File: config.mk
export PLATFORM = sky130hd
export DESIGN_NAME = chamber_pressure_alarm_monitor
export DESIGN_NICKNAME = d
export VERILOG_FILES = /design/src/pressure_monitor_pkg.sv /design/src/chamber_pressure_alarm_monitor.sv
export SDC_FILE = /design/constraint.sdc
export NUM_CORES = 1
export LEC_CHECK = 0
export ABC_AREA = 1
export BUFFER_PORTS_ARGS = -buffer_cell sky130_fd_sc_hd__buf_4
export CORE_MARGIN = 4
export CORE_UTILIZATION = 60
export CTS_CLUSTER_SIZE = 10
export DETAILED_ROUTE_END_ITERATION = 10
export PLACE_DENSITY = 0.78
export SLEW_MARGIN = 20
export SYNTH_ARGS = -nofsm -noshare
export SYNTH_HDL_FRONTEND = slang
export SYNTH_SLANG_ARGS = --single-unit
File: constraint.sdc
create_clock -name pclk -period 5.15 [get_ports pclk]
set_clock_uncertainty 0.05 [all_clocks]
set_input_delay 1.545 -clock pclk [delete_from_list [all_inputs] [get_ports pclk]]
set_output_delay 1.545 -clock pclk [all_outputs]
set_load 0.1 [all_outputs]
File: src/pressure_monitor_pkg.sv
/*
 chamber pressure monitor: constants, modes and carrier structs.
 assumes a 100 MHz pclk; pressures are signed half-hundredths of an inch
 (0.005 in w.g. per lsb) carried as 16-bit two's complement.
*/
// What this block does
// - start when blower on; exhaust variant at power
// - start-up lights everything, short tone
// - warm-up shows dashes, green blinks
// - measure and display only after warm-up
// - malfunction blinks green, yellow, red together
// - display resolves 0.01 in w.g. steps
// - green ok, yellow near limit, red alarm
// - high setpoint -0.03, low -1.50 default
// - zero pressure: show high setpoint, pending, delay
// - zero beyond door delay sounds buzzer
// - both arrows held enter nominal calibration
// - arrows adjust offset to match gauge
// - reset key stores value, leaves calibration
// - single arrow held edits high/low setpoint
// - arrows adjust setpoint, reset key stores it
// - alarm only after five seconds beyond limit
// - back within limits clears alarm, silences
// - buzzer 30 s, then 1 s every 10 s
// - reset key mutes five minutes, ring-back resumes
// - changeover relay contacts follow alarm
// - no/com pair cuts blower power in alarm
// - exhaust variant has no normally closed contact
package pressure_monitor_pkg;
	localparam int unsigned clk_hz = 100_000_000;
	localparam int unsigned ms_per_s = 1000;
	// time figures in their own units
	localparam int unsigned selftest_ms = 1000;
	localparam int unsigned warmup_s = 240;
	localparam int unsigned door_delay_s = 60;
	localparam int unsigned hold_s = 3;
	localparam int unsigned qualify_s = 5;
	localparam int unsigned ring_first_s = 30;
	localparam int unsigned ring_on_s = 1;
	localparam int unsigned ring_period_s = 10;
	localparam int unsigned mute_s = 300;
	localparam int unsigned blink_ms = 500;
	// one millisecond tick; every longer time is counted in ticks
	localparam int unsigned tick_cycles = clk_hz / ms_per_s;
	localparam int unsigned selftest_ticks = selftest_ms;
	localparam int unsigned warmup_ticks = warmup_s * ms_per_s;
	localparam int unsigned door_ticks = door_delay_s * ms_per_s;
	localparam int unsigned hold_ticks = hold_s * ms_per_s;
	localparam int unsigned qualify_ticks = qualify_s * ms_per_s;
	localparam int unsigned ring_first_ticks = ring_first_s * ms_per_s;
	localparam int unsigned ring_on_ticks = ring_on_s * ms_per_s;
	localparam int unsigned ring_period_ticks = ring_period_s * ms_per_s;
	localparam int unsigned mute_ticks = mute_s * ms_per_s;
	localparam int unsigned blink_ticks = blink_ms;
	// pressure scale: 1 lsb = 0.005 in w.g.
	localparam logic signed [15:0] high_default = -16'sd6;
	localparam logic signed [15:0] low_default = -16'sd300;
	localparam logic signed [15:0] offset_default = 16'sd0;
	localparam logic signed [15:0] caution_band = 16'sd1;
	localparam logic signed [15:0] cal_step = 16'sd2;
	// apb map
	localparam logic [11:0] reg_ctrl = 12'h000;
	localparam logic [11:0] reg_status = 12'h004;
	localparam logic [11:0] reg_high = 12'h008;
	localparam logic [11:0] reg_low = 12'h00c;
	localparam logic [11:0] reg_offset = 12'h010;
	localparam logic [11:0] reg_display = 12'h014;
	localparam int unsigned ctrl_blower = 0;
	localparam int unsigned ctrl_exhaust = 1;
	localparam int unsigned ctrl_fault = 2;

	typedef enum logic [6:0] {
		st_off      = 7'b0000001,
		st_selftest = 7'b0000010,
		st_warmup   = 7'b0000100,
		st_run      = 7'b0001000,
		st_cal_nom  = 7'b0010000,
		st_cal_high = 7'b0100000,
		st_cal_low  = 7'b1000000
	} mode_t;

	typedef struct packed {
		logic up;
		logic down;
		logic reset;
	} keys_t;

	typedef struct packed {
		logic green;
		logic yellow;
		logic red;
	} leds_t;

	typedef struct packed {
		logic all_segments;
		logic dashes;
		logic prompt_nominal;
		logic upper_bound_prompt;
		logic bottom_bound_prompt;
		logic signed [15:0] value;
	} display_t;

	typedef struct packed {
		logic com_no_closed;
		logic com_nc_closed;
	} relay_t;
endpackage

File: src/chamber_pressure_alarm_monitor.sv
/*
 chamber pressure alarm monitor with an apb register slave.
 assumes keys are debounced, synchronous to pclk and high while pressed;
 pressure samples arrive synchronous to pclk with a one-cycle valid.
 setpoints live in registers that software saves to and restores from
 non-volatile storage; hardware keeps them while presetn stays high.
*/
// Decided for this implementation: the placing of the registers and register access over APB.
`timescale 1ns/1ps
`default_nettype none
module chamber_pressure_alarm_monitor #(
	parameter int unsigned tick_cycles = pressure_monitor_pkg::tick_cycles,
	parameter int unsigned warmup_ticks = pressure_monitor_pkg::warmup_ticks,
	parameter int unsigned mute_ticks = pressure_monitor_pkg::mute_ticks
) (
	input  wire logic                            pclk,
	input  wire logic                            presetn,
	input  wire logic                            psel,
	input  wire logic                            penable,
	input  wire logic                            pwrite,
	input  wire logic [11:0]                     paddr,
	input  wire logic [31:0]                     pwdata,
	output logic      [31:0]                     prdata,
	output logic                                 pready,
	output logic                                 pslverr,
	input  wire pressure_monitor_pkg::keys_t     keys,
	input  wire logic signed [15:0]              pressure_raw,
	input  wire logic                            pressure_valid,
	output pressure_monitor_pkg::leds_t          leds,
	output pressure_monitor_pkg::display_t       display,
	output logic                                 buzzer,
	output pressure_monitor_pkg::relay_t         relay
);
	localparam logic signed [15:0] zero_p = 16'sd0;

	pressure_monitor_pkg::mode_t mode_q;
	logic [2:0]          ctrl_q;
	logic signed [15:0]  high_q, low_q, offset_q, edit_q, reading_q;
	logic [16:0]         tick_cnt_q;
	logic                tick;
	logic [31:0]         mode_cnt_q, hold_cnt_q, qual_cnt_q, door_cnt_q;
	logic [31:0]         ring_cnt_q, mute_cnt_q, blink_cnt_q;
	logic                blink_q, alarm_q, muted_q, door_alarm_q;
	logic [1:0]          held_q;
	logic                key_reset_q;
	logic                running, beyond, near, at_zero, key_reset_rise;
	logic                wr, rd;

	// round to display steps of 0.01 (two lsb)
	function automatic logic signed [15:0] to_display(
		input logic signed [15:0] v);
		to_display = v & ~16'sd1;
	endfunction

	assign wr = psel && penable && pwrite;
	assign rd = psel && !penable && !pwrite;
	assign pready = 1'b1;
	assign pslverr = 1'b0;
	assign tick = (tick_cnt_q == 17'(tick_cycles - 1));
	assign running = (mode_q == pressure_monitor_pkg::st_run);
	// corrected reading against the limits
	assign beyond = (reading_q >= high_q) || (reading_q <= low_q);
	assign near = (reading_q >= high_q - pressure_monitor_pkg::caution_band)
		|| (reading_q <= low_q + pressure_monitor_pkg::caution_band);
	assign at_zero = (reading_q >= zero_p);
	assign key_reset_rise = keys.reset && !key_reset_q;

	always_ff @(posedge pclk or negedge presetn) begin
		if (!presetn) begin
			tick_cnt_q <= 17'h0;
			blink_cnt_q <= 32'h0;
			blink_q <= 1'b0;
			key_reset_q <= 1'b0;
		end else begin
			key_reset_q <= keys.reset;
			tick_cnt_q <= tick ? 17'h0 : tick_cnt_q + 17'h1;
			if (tick) begin
				if (blink_cnt_q == pressure_monitor_pkg::blink_ticks - 1) begin
					blink_cnt_q <= 32'h0;
					blink_q <= !blink_q;
				end else begin
					blink_cnt_q <= blink_cnt_q + 32'h1;
				end
			end
		end
	end

	// apb registers
	always_ff @(posedge pclk or negedge presetn) begin
		if (!presetn) begin
			ctrl_q <= 3'h0;
			prdata <= 32'h0;
		end else begin
			if (wr && paddr == pressure_monitor_pkg::reg_ctrl)
				ctrl_q <= pwdata[2:0];
			if (rd) begin
				case (paddr)
				pressure_monitor_pkg::reg_ctrl:
					prdata <= {29'h0, ctrl_q};
				pressure_monitor_pkg::reg_status:
					prdata <= {16'h0, 9'h0, mode_q};
				pressure_monitor_pkg::reg_high:
					prdata <= {{16{high_q[15]}}, high_q};
				pressure_monitor_pkg::reg_low:
					prdata <= {{16{low_q[15]}}, low_q};
				pressure_monitor_pkg::reg_offset:
					prdata <= {{16{offset_q[15]}}, offset_q};
				pressure_monitor_pkg::reg_display:
					prdata <= {{16{reading_q[15]}}, reading_q};
				default:
					prdata <= 32'h0;
				endcase
			end
		end
	end

	always_ff @(posedge pclk or negedge presetn) begin
		if (!presetn) begin
			reading_q <= 16'sd0;
		end else if (pressure_valid) begin
			reading_q <= pressure_raw + offset_q;
		end
	end

	// operating mode and calibration
	always_ff @(posedge pclk or negedge presetn) begin
		if (!presetn) begin
			mode_q <= pressure_monitor_pkg::st_off;
			mode_cnt_q <= 32'h0;
			hold_cnt_q <= 32'h0;
			held_q <= 2'b00;
			edit_q <= 16'sd0;
			high_q <= pressure_monitor_pkg::high_default;
			low_q <= pressure_monitor_pkg::low_default;
			offset_q <= pressure_monitor_pkg::offset_default;
		end else begin
			// retained values restored by software after power loss
			if (wr && paddr == pressure_monitor_pkg::reg_high)
				high_q <= pwdata[15:0];
			if (wr && paddr == pressure_monitor_pkg::reg_low)
				low_q <= pwdata[15:0];
			if (wr && paddr == pressure_monitor_pkg::reg_offset)
				offset_q <= pwdata[15:0];
			if (tick)
				mode_cnt_q <= mode_cnt_q + 32'h1;
			held_q <= {keys.up, keys.down};
			if (tick && {keys.up, keys.down} == held_q && held_q != 2'b00)
				hold_cnt_q <= hold_cnt_q + 32'h1;
			else if ({keys.up, keys.down} != held_q)
				hold_cnt_q <= 32'h0;
			case (mode_q)
			pressure_monitor_pkg::st_off: begin
				mode_cnt_q <= 32'h0;
				if (ctrl_q[pressure_monitor_pkg::ctrl_blower]
					|| ctrl_q[pressure_monitor_pkg::ctrl_exhaust])
					mode_q <= pressure_monitor_pkg::st_selftest;
			end
			pressure_monitor_pkg::st_selftest: begin
				if (mode_cnt_q >= pressure_monitor_pkg::selftest_ticks) begin
					mode_q <= pressure_monitor_pkg::st_warmup;
					mode_cnt_q <= 32'h0;
				end
			end
			pressure_monitor_pkg::st_warmup: begin
				if (mode_cnt_q >= warmup_ticks)
					mode_q <= pressure_monitor_pkg::st_run;
			end
			pressure_monitor_pkg::st_run: begin
				if (hold_cnt_q >= pressure_monitor_pkg::hold_ticks) begin
					hold_cnt_q <= 32'h0;
					case (held_q)
					2'b11: begin
						mode_q <= pressure_monitor_pkg::st_cal_nom;
						edit_q <= reading_q;
					end
					2'b10: begin
						mode_q <= pressure_monitor_pkg::st_cal_high;
						edit_q <= high_q;
					end
					default: begin
						mode_q <= pressure_monitor_pkg::st_cal_low;
						edit_q <= low_q;
					end
					endcase
				end
			end
			pressure_monitor_pkg::st_cal_nom,
			pressure_monitor_pkg::st_cal_high,
			pressure_monitor_pkg::st_cal_low: begin
				if (keys.up && !held_q[1])
					edit_q <= edit_q + pressure_monitor_pkg::cal_step;
				else if (keys.down && !held_q[0])
					edit_q <= edit_q - pressure_monitor_pkg::cal_step;
				if (key_reset_rise) begin
					mode_q <= pressure_monitor_pkg::st_run;
					if (mode_q == pressure_monitor_pkg::st_cal_nom)
						offset_q <= offset_q + edit_q - reading_q;
					else if (mode_q == pressure_monitor_pkg::st_cal_high)
						high_q <= edit_q;
					else
						low_q <= edit_q;
				end
			end
			default: mode_q <= pressure_monitor_pkg::st_off;
			endcase
			if (!ctrl_q[pressure_monitor_pkg::ctrl_blower]
				&& !ctrl_q[pressure_monitor_pkg::ctrl_exhaust])
				mode_q <= pressure_monitor_pkg::st_off;
		end
	end

	// alarm qualification, door delay and buzzer cadence
	always_ff @(posedge pclk or negedge presetn) begin
		if (!presetn) begin
			qual_cnt_q <= 32'h0;
			door_cnt_q <= 32'h0;
			ring_cnt_q <= 32'h0;
			mute_cnt_q <= 32'h0;
			alarm_q <= 1'b0;
			muted_q <= 1'b0;
			door_alarm_q <= 1'b0;
		end else if (!running || !beyond) begin
			qual_cnt_q <= 32'h0;
			door_cnt_q <= 32'h0;
			ring_cnt_q <= 32'h0;
			mute_cnt_q <= 32'h0;
			alarm_q <= 1'b0;
			muted_q <= 1'b0;
			door_alarm_q <= 1'b0;
		end else begin
			if (tick) begin
				if (qual_cnt_q < pressure_monitor_pkg::qualify_ticks)
					qual_cnt_q <= qual_cnt_q + 32'h1;
				else
					alarm_q <= 1'b1;
				if (at_zero && door_cnt_q <= pressure_monitor_pkg::door_ticks)
					door_cnt_q <= door_cnt_q + 32'h1;
				door_alarm_q <= !at_zero
					|| door_cnt_q > pressure_monitor_pkg::door_ticks;
				if (alarm_q) begin
					if (ring_cnt_q == pressure_monitor_pkg::ring_first_ticks
						+ pressure_monitor_pkg::ring_period_ticks - 1)
						ring_cnt_q <= pressure_monitor_pkg::ring_first_ticks;
					else
						ring_cnt_q <= ring_cnt_q + 32'h1;
				end
				if (muted_q) begin
					if (mute_cnt_q >= mute_ticks) begin
						muted_q <= 1'b0;
						ring_cnt_q <= pressure_monitor_pkg::ring_first_ticks;
					end else begin
						mute_cnt_q <= mute_cnt_q + 32'h1;
					end
				end
			end
			// a key press in the cycle the mute runs out starts a new mute
			if (alarm_q && key_reset_rise) begin
				muted_q <= 1'b1;
				mute_cnt_q <= 32'h0;
			end
		end
	end

	// outputs
	always_ff @(posedge pclk or negedge presetn) begin
		if (!presetn) begin
			leds <= '0;
			display <= '0;
			buzzer <= 1'b0;
			relay <= '0;
		end else begin
			display <= '0;
			leds <= '0;
			buzzer <= 1'b0;
			case (mode_q)
			pressure_monitor_pkg::st_selftest: begin
				leds <= 3'b111;
				display.all_segments <= 1'b1;
				buzzer <= 1'b1;
			end
			pressure_monitor_pkg::st_warmup: begin
				display.dashes <= 1'b1;
				leds.green <= blink_q;
			end
			pressure_monitor_pkg::st_run: begin
				display.value <= to_display(reading_q);
				if (beyond && at_zero)
					display.value <= to_display(high_q);
				leds.red <= alarm_q || beyond;
				leds.yellow <= near && !beyond;
				leds.green <= !near;
				buzzer <= alarm_q && door_alarm_q && !muted_q
					&& ring_cnt_q < pressure_monitor_pkg::ring_first_ticks
					+ pressure_monitor_pkg::ring_on_ticks;
			end
			pressure_monitor_pkg::st_cal_nom,
			pressure_monitor_pkg::st_cal_high,
			pressure_monitor_pkg::st_cal_low: begin
				leds.red <= blink_q;
				display.prompt_nominal <= blink_q
					&& mode_q == pressure_monitor_pkg::st_cal_nom;
				display.upper_bound_prompt <= blink_q
					&& mode_q == pressure_monitor_pkg::st_cal_high;
				display.bottom_bound_prompt <= blink_q
					&& mode_q == pressure_monitor_pkg::st_cal_low;
				display.value <= to_display(edit_q);
			end
			default: ;
			endcase
			if (ctrl_q[pressure_monitor_pkg::ctrl_fault]
				&& mode_q != pressure_monitor_pkg::st_off)
				leds <= {3{blink_q}};
			relay.com_no_closed <= running && alarm_q;
			relay.com_nc_closed <= !(running && alarm_q)
				&& !ctrl_q[pressure_monitor_pkg::ctrl_exhaust];
		end
	end
endmodule
`default_nettype wire

Word-level counts from Yosys, hierarchy flattened --
Cells that the tools add are included.
Operators by class: magnitude comparators 13, add/sub/neg operators 15, reduce and logical (&&, ||, !) cells 63, eq/ne operators 29, muxes and demuxes 74
Operators by type and width (number):
- two-way mux 32 bit | 24
- two-way mux 16 bit | 18
- adder 32 x 1 -> 32 bit, second input constant | 7
- one-hot mux 32 bit (6 select lines) | 1
- one-hot mux 16 bit (2 select lines) | 3
- one-hot mux 32 bit (2 select lines) | 1
- two-way mux 7 bit | 6
- one-hot mux 7 bit (5 select lines) | 1
- adder 16 bit | 2
- equality test 32 x 16 -> 1 bit, second input constant | 1
- equality test 32 x 9 -> 1 bit, second input constant | 1
- greater-or-equal comparator 16 bit | 2
- greater-or-equal comparator 32 x 10 -> 1 bit, second input constant | 1
- greater-or-equal comparator 32 x 12 -> 1 bit, second input constant | 1
- greater-or-equal comparator 32 x 18 -> 1 bit, second input constant | 1
- greater-or-equal comparator 32 x 19 -> 1 bit, second input constant | 1
- > comparator 32 x 16 -> 1 bit, second input constant | 1
- <= comparator 16 bit | 2
- <= comparator 32 x 16 -> 1 bit, second input constant | 1
- less-than comparator 32 x 13 -> 1 bit, second input constant | 1
- less-than comparator 32 x 15 -> 1 bit, second input constant | 1
- logical AND 1 bit | 27
- equality test 12 x 4 -> 1 bit, second input constant | 2
- equality test 12 x 5 -> 1 bit, second input constant | 2
- 40 further kinds | 86
Word-level totals: register bits 397, logic and storage cells 228, output and inout bits 61

Depth between registers and ports, before layout --
word-level depth 8, mapped depth 24, gate-level depth less buffers 24

Worst setup path before layout --
No wires, ideal clock.
kind input -> register, start point in keys[2] (netlist bit), end point reg edit_q[11], path buffers 0, data required time 5024 ps, path slack 1496 ps, stages 14, arrival 3528 ps, path through ha_1 > inv_1 > ha_1 > a21oi_1 > nand2_1 > a21boi_0 > o21ai_0 > inv_1 > nor2_1 > o21ai_0 > nand2_1 > o21ai_0 > nand2_1 > o21ai_1
On the way: longest elaborated chain between the ends 3, elaborated cells between the ends (all ways) 5, those cells by class eq/ne (1); mux (2); reduce/logical (2)
Ends and longest elaborated chain:
- start, declared | RTL line chamber_pressure_alarm_monitor.sv:26 | input wire pressure_monitor_pkg::keys_t keys,
- logical AND 1 bit (*) | RTL line chamber_pressure_alarm_monitor.sv:190 | if (keys.up && !held_q[1])
- inequality test 3 bit (no line) / two-way mux 16 bit (equally long branches)
- AND reduction 3 bit (no line) / one-hot mux 16 bit (2 select lines) (equally long branches)
- end signal, assigned | RTL line chamber_pressure_alarm_monitor.sv:182 | edit_q <= low_q;
- end signal, assigned | RTL line chamber_pressure_alarm_monitor.sv:191 | edit_q <= edit_q + pressure_monitor_pkg::cal_step;
- end signal, assigned | RTL line chamber_pressure_alarm_monitor.sv:193 | edit_q <= edit_q - pressure_monitor_pkg::cal_step;
- end, declared | RTL line chamber_pressure_alarm_monitor.sv:38 | logic signed [15:0] high_q, low_q, offset_q, edit_q, reading_q;
Mark *: on every way between the ends. The rest lies on a longest branch, timed or not. A chain may end at the register's enable or synchronous reset.

Worst setup path after layout --
start point reg high_q[2], end point reg leds[1] (netlist bit)
On the way: longest elaborated chain between the ends 6, elaborated cells between the ends (all ways) 9, those cells by class add/sub (1); order compare (2); mux (2); reduce/logical (4)
Ends and longest elaborated chain:
- start, declared | RTL line chamber_pressure_alarm_monitor.sv:38
- start signal, assigned | RTL line chamber_pressure_alarm_monitor.sv:133 | high_q <= pressure_monitor_pkg::high_default;
- start signal, assigned | RTL line chamber_pressure_alarm_monitor.sv:139 | high_q <= pwdata[15:0];
- start signal, assigned | RTL line chamber_pressure_alarm_monitor.sv:199 | high_q <= edit_q;
- subtractor 16 x 2 -> 16 bit / greater-or-equal comparator 16 bit (equally long branches) | RTL line chamber_pressure_alarm_monitor.sv:63, chamber_pressure_alarm_monitor.sv:62
- greater-or-equal comparator 16 bit / logical OR 1 bit (equally long branches) | RTL line chamber_pressure_alarm_monitor.sv:63, chamber_pressure_alarm_monitor.sv:62
- logical OR 1 bit / zero test 1 bit (equally long branches) | RTL line chamber_pressure_alarm_monitor.sv:64, chamber_pressure_alarm_monitor.sv:290
- logical AND 1 bit (*) | RTL line chamber_pressure_alarm_monitor.sv:290 | leds.yellow <= near && !beyond;
- one-hot mux 1 bit (2 select lines) (*) | RTL line chamber_pressure_alarm_monitor.sv:275 | case (mode_q)
- two-way mux 3 bit (*) | RTL line chamber_pressure_alarm_monitor.sv:310 | if (ctrl_q[pressure_monitor_pkg::ctrl_fault]
- end signal, assigned | RTL line chamber_pressure_alarm_monitor.sv:312 | leds <= {3{blink_q}};
- end, declared | RTL line chamber_pressure_alarm_monitor.sv:29 | output pressure_monitor_pkg::leds_t leds,
Marks and branches as above.

==> flow_summary.json <==
{
  "outcome": "complete, no violations",
  "grt_max_degree": 94,
  "use_met2": 0.534,
  "vias_per_cell": 5.91,
  "path_class": "register to register",
  "worstPathArrival_ps": 4540,
  "slew_violations": 0,
  "grt_pass1_wl_um": 125000,
  "cts_made_buffers": 45,
  "first_pass_iters": 6,
  "wire_per_inst_um": 18.7,
  "cts_setup_buffers": 0,
  "vias": 24400,
  "max_slew_margin": 0.284,
  "ys_warn_count": 0,
  "stdcell_area_sq_um": 28200,
  "crit_fanout": 6,
  "synth_cells": 3474,
  "crit_required_ps": 5570,
  "initial_utilization": 0.606,
  "hpwl_um": 57600,
  "final-seq-area_sq_um": 9540,
  "path_clk_slew_ps": 60,
  "cts_num_sinks": 380,
  "hold_viol": 0,
  "power_density_nw_per_um2": 259,
  "cts_max_level": 2,
  "place_area_sq_um": 26800,
  "yosysTopAreaCellShare": 0.348,
  "clk_latency_ps": 600,
  "postCtsResizedCells": 0,
  "min_path_cells": 2,
  "grt_pass1_vias": 23500,
  "r2r_slack_ps": 1020,
  "syn_area_per_cell_sq_um": 7.32,
  "die_y_um": 214,
  "drt.antenna.violating_nets": 0,
  "synth_largest_area_cell": "dfrtp_1",
  "grt.total_usage": 0.333,
  "hold_buffers": 0,
  "ys_types": 63,
  "hold_class": "register to register",
  "dieArea_sq_um": 45800,
  "syn_area_sq_um": 25400,
  "area_delta_synth_final_pct": 10.8,
  "finalCritPeriodShare": 0.801,
  "core_sq_um": 41900,
  "ctsLongestPathBuffers": 3,
  "use_met1": 0.456,
  "gp_congestion": 1.02,
  "routed_wl_um": 77500,
  "worstRegToRegCells": 24,
  "tightest_slew_ps": 1070,
  "preCtsSetupSlack_ps": 871,
  "globalRoute.busiestLayer": "met2",
  "critPathLaunchType": "register",
  "utilization": 0.672,
  "ys_ff_latch": 380,
  "grt.met3_usage": 0.0624,
  "layout_setup_ws_ps": 1020,
  "synth_edf_count": 0,
  "fin_hold_ws_ps": 443,
  "async_flop_share": 1.00,
  "synthTopCellsByCount": "nand2_1, inv_1, nor2_1",
  "seq_area_frac_synth": 0.375,
  "antenna_found_initial": 1,
  "portBuffers": 110,
  "multi_input_area_sq_um": 13400,
  "vdd_ir_drop_max_uv": 278,
  "setup_viol_count_final": 0,
  "maxCapViolations": 0,
  "cts-root-buf": "clkbuf_16",
  "rsz0062_at_grt": "no",
  "drt_iter0_drc": 2281,
  "nNetsFinal": 3773,
  "rows": 75,
  "setup-tns-final_ps": 0,
  "ys.flop_type": "dfrtp_1",
  "grt_overflow": 0,
  "fin_crit_ps": 4130,
  "io_pins": 130,
  "p_leak_nw": 12.6,
  "cts_tree": "built",
  "fillers": 3632,
  "drc": 0,
  "die_w_um": 214,
  "synth_area_leaders": "dfrtp_1, nand2_1, inv_1",
  "drive_gt1_frac": 0.0753,
  "endpoint_kind": "register",
  "fmax_mhz": 242,
  "yosysMostFrequentCell": "nand2_1"
}
kinds of logic after synthesis:
group,synth area share
xor+xnor,0.0513
other cells,0.000295
buf+inv,0.0978
simple gates,0.279
compound gates,0.122
flops,0.375
fa+ha+maj,0.0744
critical path, stage by stage, from the launching register on:
cell and delay [ps]:
dfrtp_1 430, inv_1 230, nand3_1 160, nor3_1 370, nand3_1 220, nor2_1 140, nand2_1 90, nor3_1 320
nand3_1 150, xor2_1 150, inv_1 60, ha_1 330, nand2_1 80, nor2_1 130, inv_1 80, nor3_1 190
nand2_1 70, nand3_1 90, o21ai_0 80, inv_1 70, nand3b_1 190, nand2_1 110, nand2_1 50, nand2_1 60
nand2_1 70
per-layer routing:
metal / share of wire / vias to the layer above
li1: - / 11600
met1: 0.42 / 11600
met2: 0.46 / 1043
met3: 0.087 / 179
met4: 0.038 / 0
met5: 0 / -
power by group:
part | total, mW | switching [mW] | leakage, nW | internal [mW]
Clock | 3.12 | 1.31 | 0.678 | 1.81
Sequential | 3.12 | 0.107 | 5.04 | 3.02
Combinational | 1.06 | 0.691 | 6.92 | 0.368
final timing paths:
check | startpoint | to
min in group asynchronous | presetn | prdata[9]
max | high_q[2] | leds[1]
min reg2reg | qual_cnt_q[30] | qual_cnt_q[30]
min | qual_cnt_q[30] | qual_cnt_q[30]
max in group asynchronous | presetn | qual_cnt_q[22]
max reg2reg | high_q[2] | leds[1]
cell type report:
cell class	count	area share
Antenna cell	1	0.0000888
Clock buffer	79	0.0477
Clock inverter	3	0.00244
Inverter	536	0.0714
Multi-Input combinational cell	2461	0.476
Sequential cell	380	0.339
Tap cell	539	0.0239
Timing Repair Buffer	139	0.0395
through the flow:
| step | total power [mW] | cells |
|---|---|---|
| after floorplan | 3.81 | 3475 |
| after global placement | 4.16 | 4055 |
| after detailed placement | 4.20 | 4055 |
| after CTS | 7.33 | 4137 |
| after global routing | 7.62 | 4137 |
| final | 7.30 | 4138 |
layout by cell type, fill, tap and decap left out, drive strengths merged, types with 2 or more instances in the layout:
master	netlist	layout
a21boi	5	5
nor4b	4	4
a21o	3	3
nor2	398	398
nand3b	4	4
nor3	129	129
o21a	4	4
a22oi	2	2
clkbuf	51	79
or2	4	4
o41ai	2	2
and3	2	2
a211oi	5	5
a21oi	166	166
dfrtp	354	354
o22ai	56	56
nor4	60	60
o311ai	2	2
buf	47	139
nor3b	13	13
a31o	2	2
clkinv	4	5
o21ai	251	251
dfstp	26	26
inv	532	533
xor2	118	118
fa	17	17
nand2	694	694
o211ai	12	12
nand3	204	204
conb	2	3
xnor2	31	31
ha	124	124
o31ai	13	13
a31oi	31	31
o21bai	5	5
nand4	90	90
state kept, by name, summed over array words and instances (netlist names), 3 cells and up:
signal and cells:
edit_q 16, door_cnt_q 32, mode_q 7, offset_q 16
prdata 16, leds 3, mute_cnt_q 32, blink_cnt_q 32
hold_cnt_q 32, display 20, low_q 16, tick_cnt_q 17
mode_cnt_q 32, reading_q 16, qual_cnt_q 32, ctrl_q 3
ring_cnt_q 32, high_q 16
Note: power is estimated with default switching activity, not from simulation.
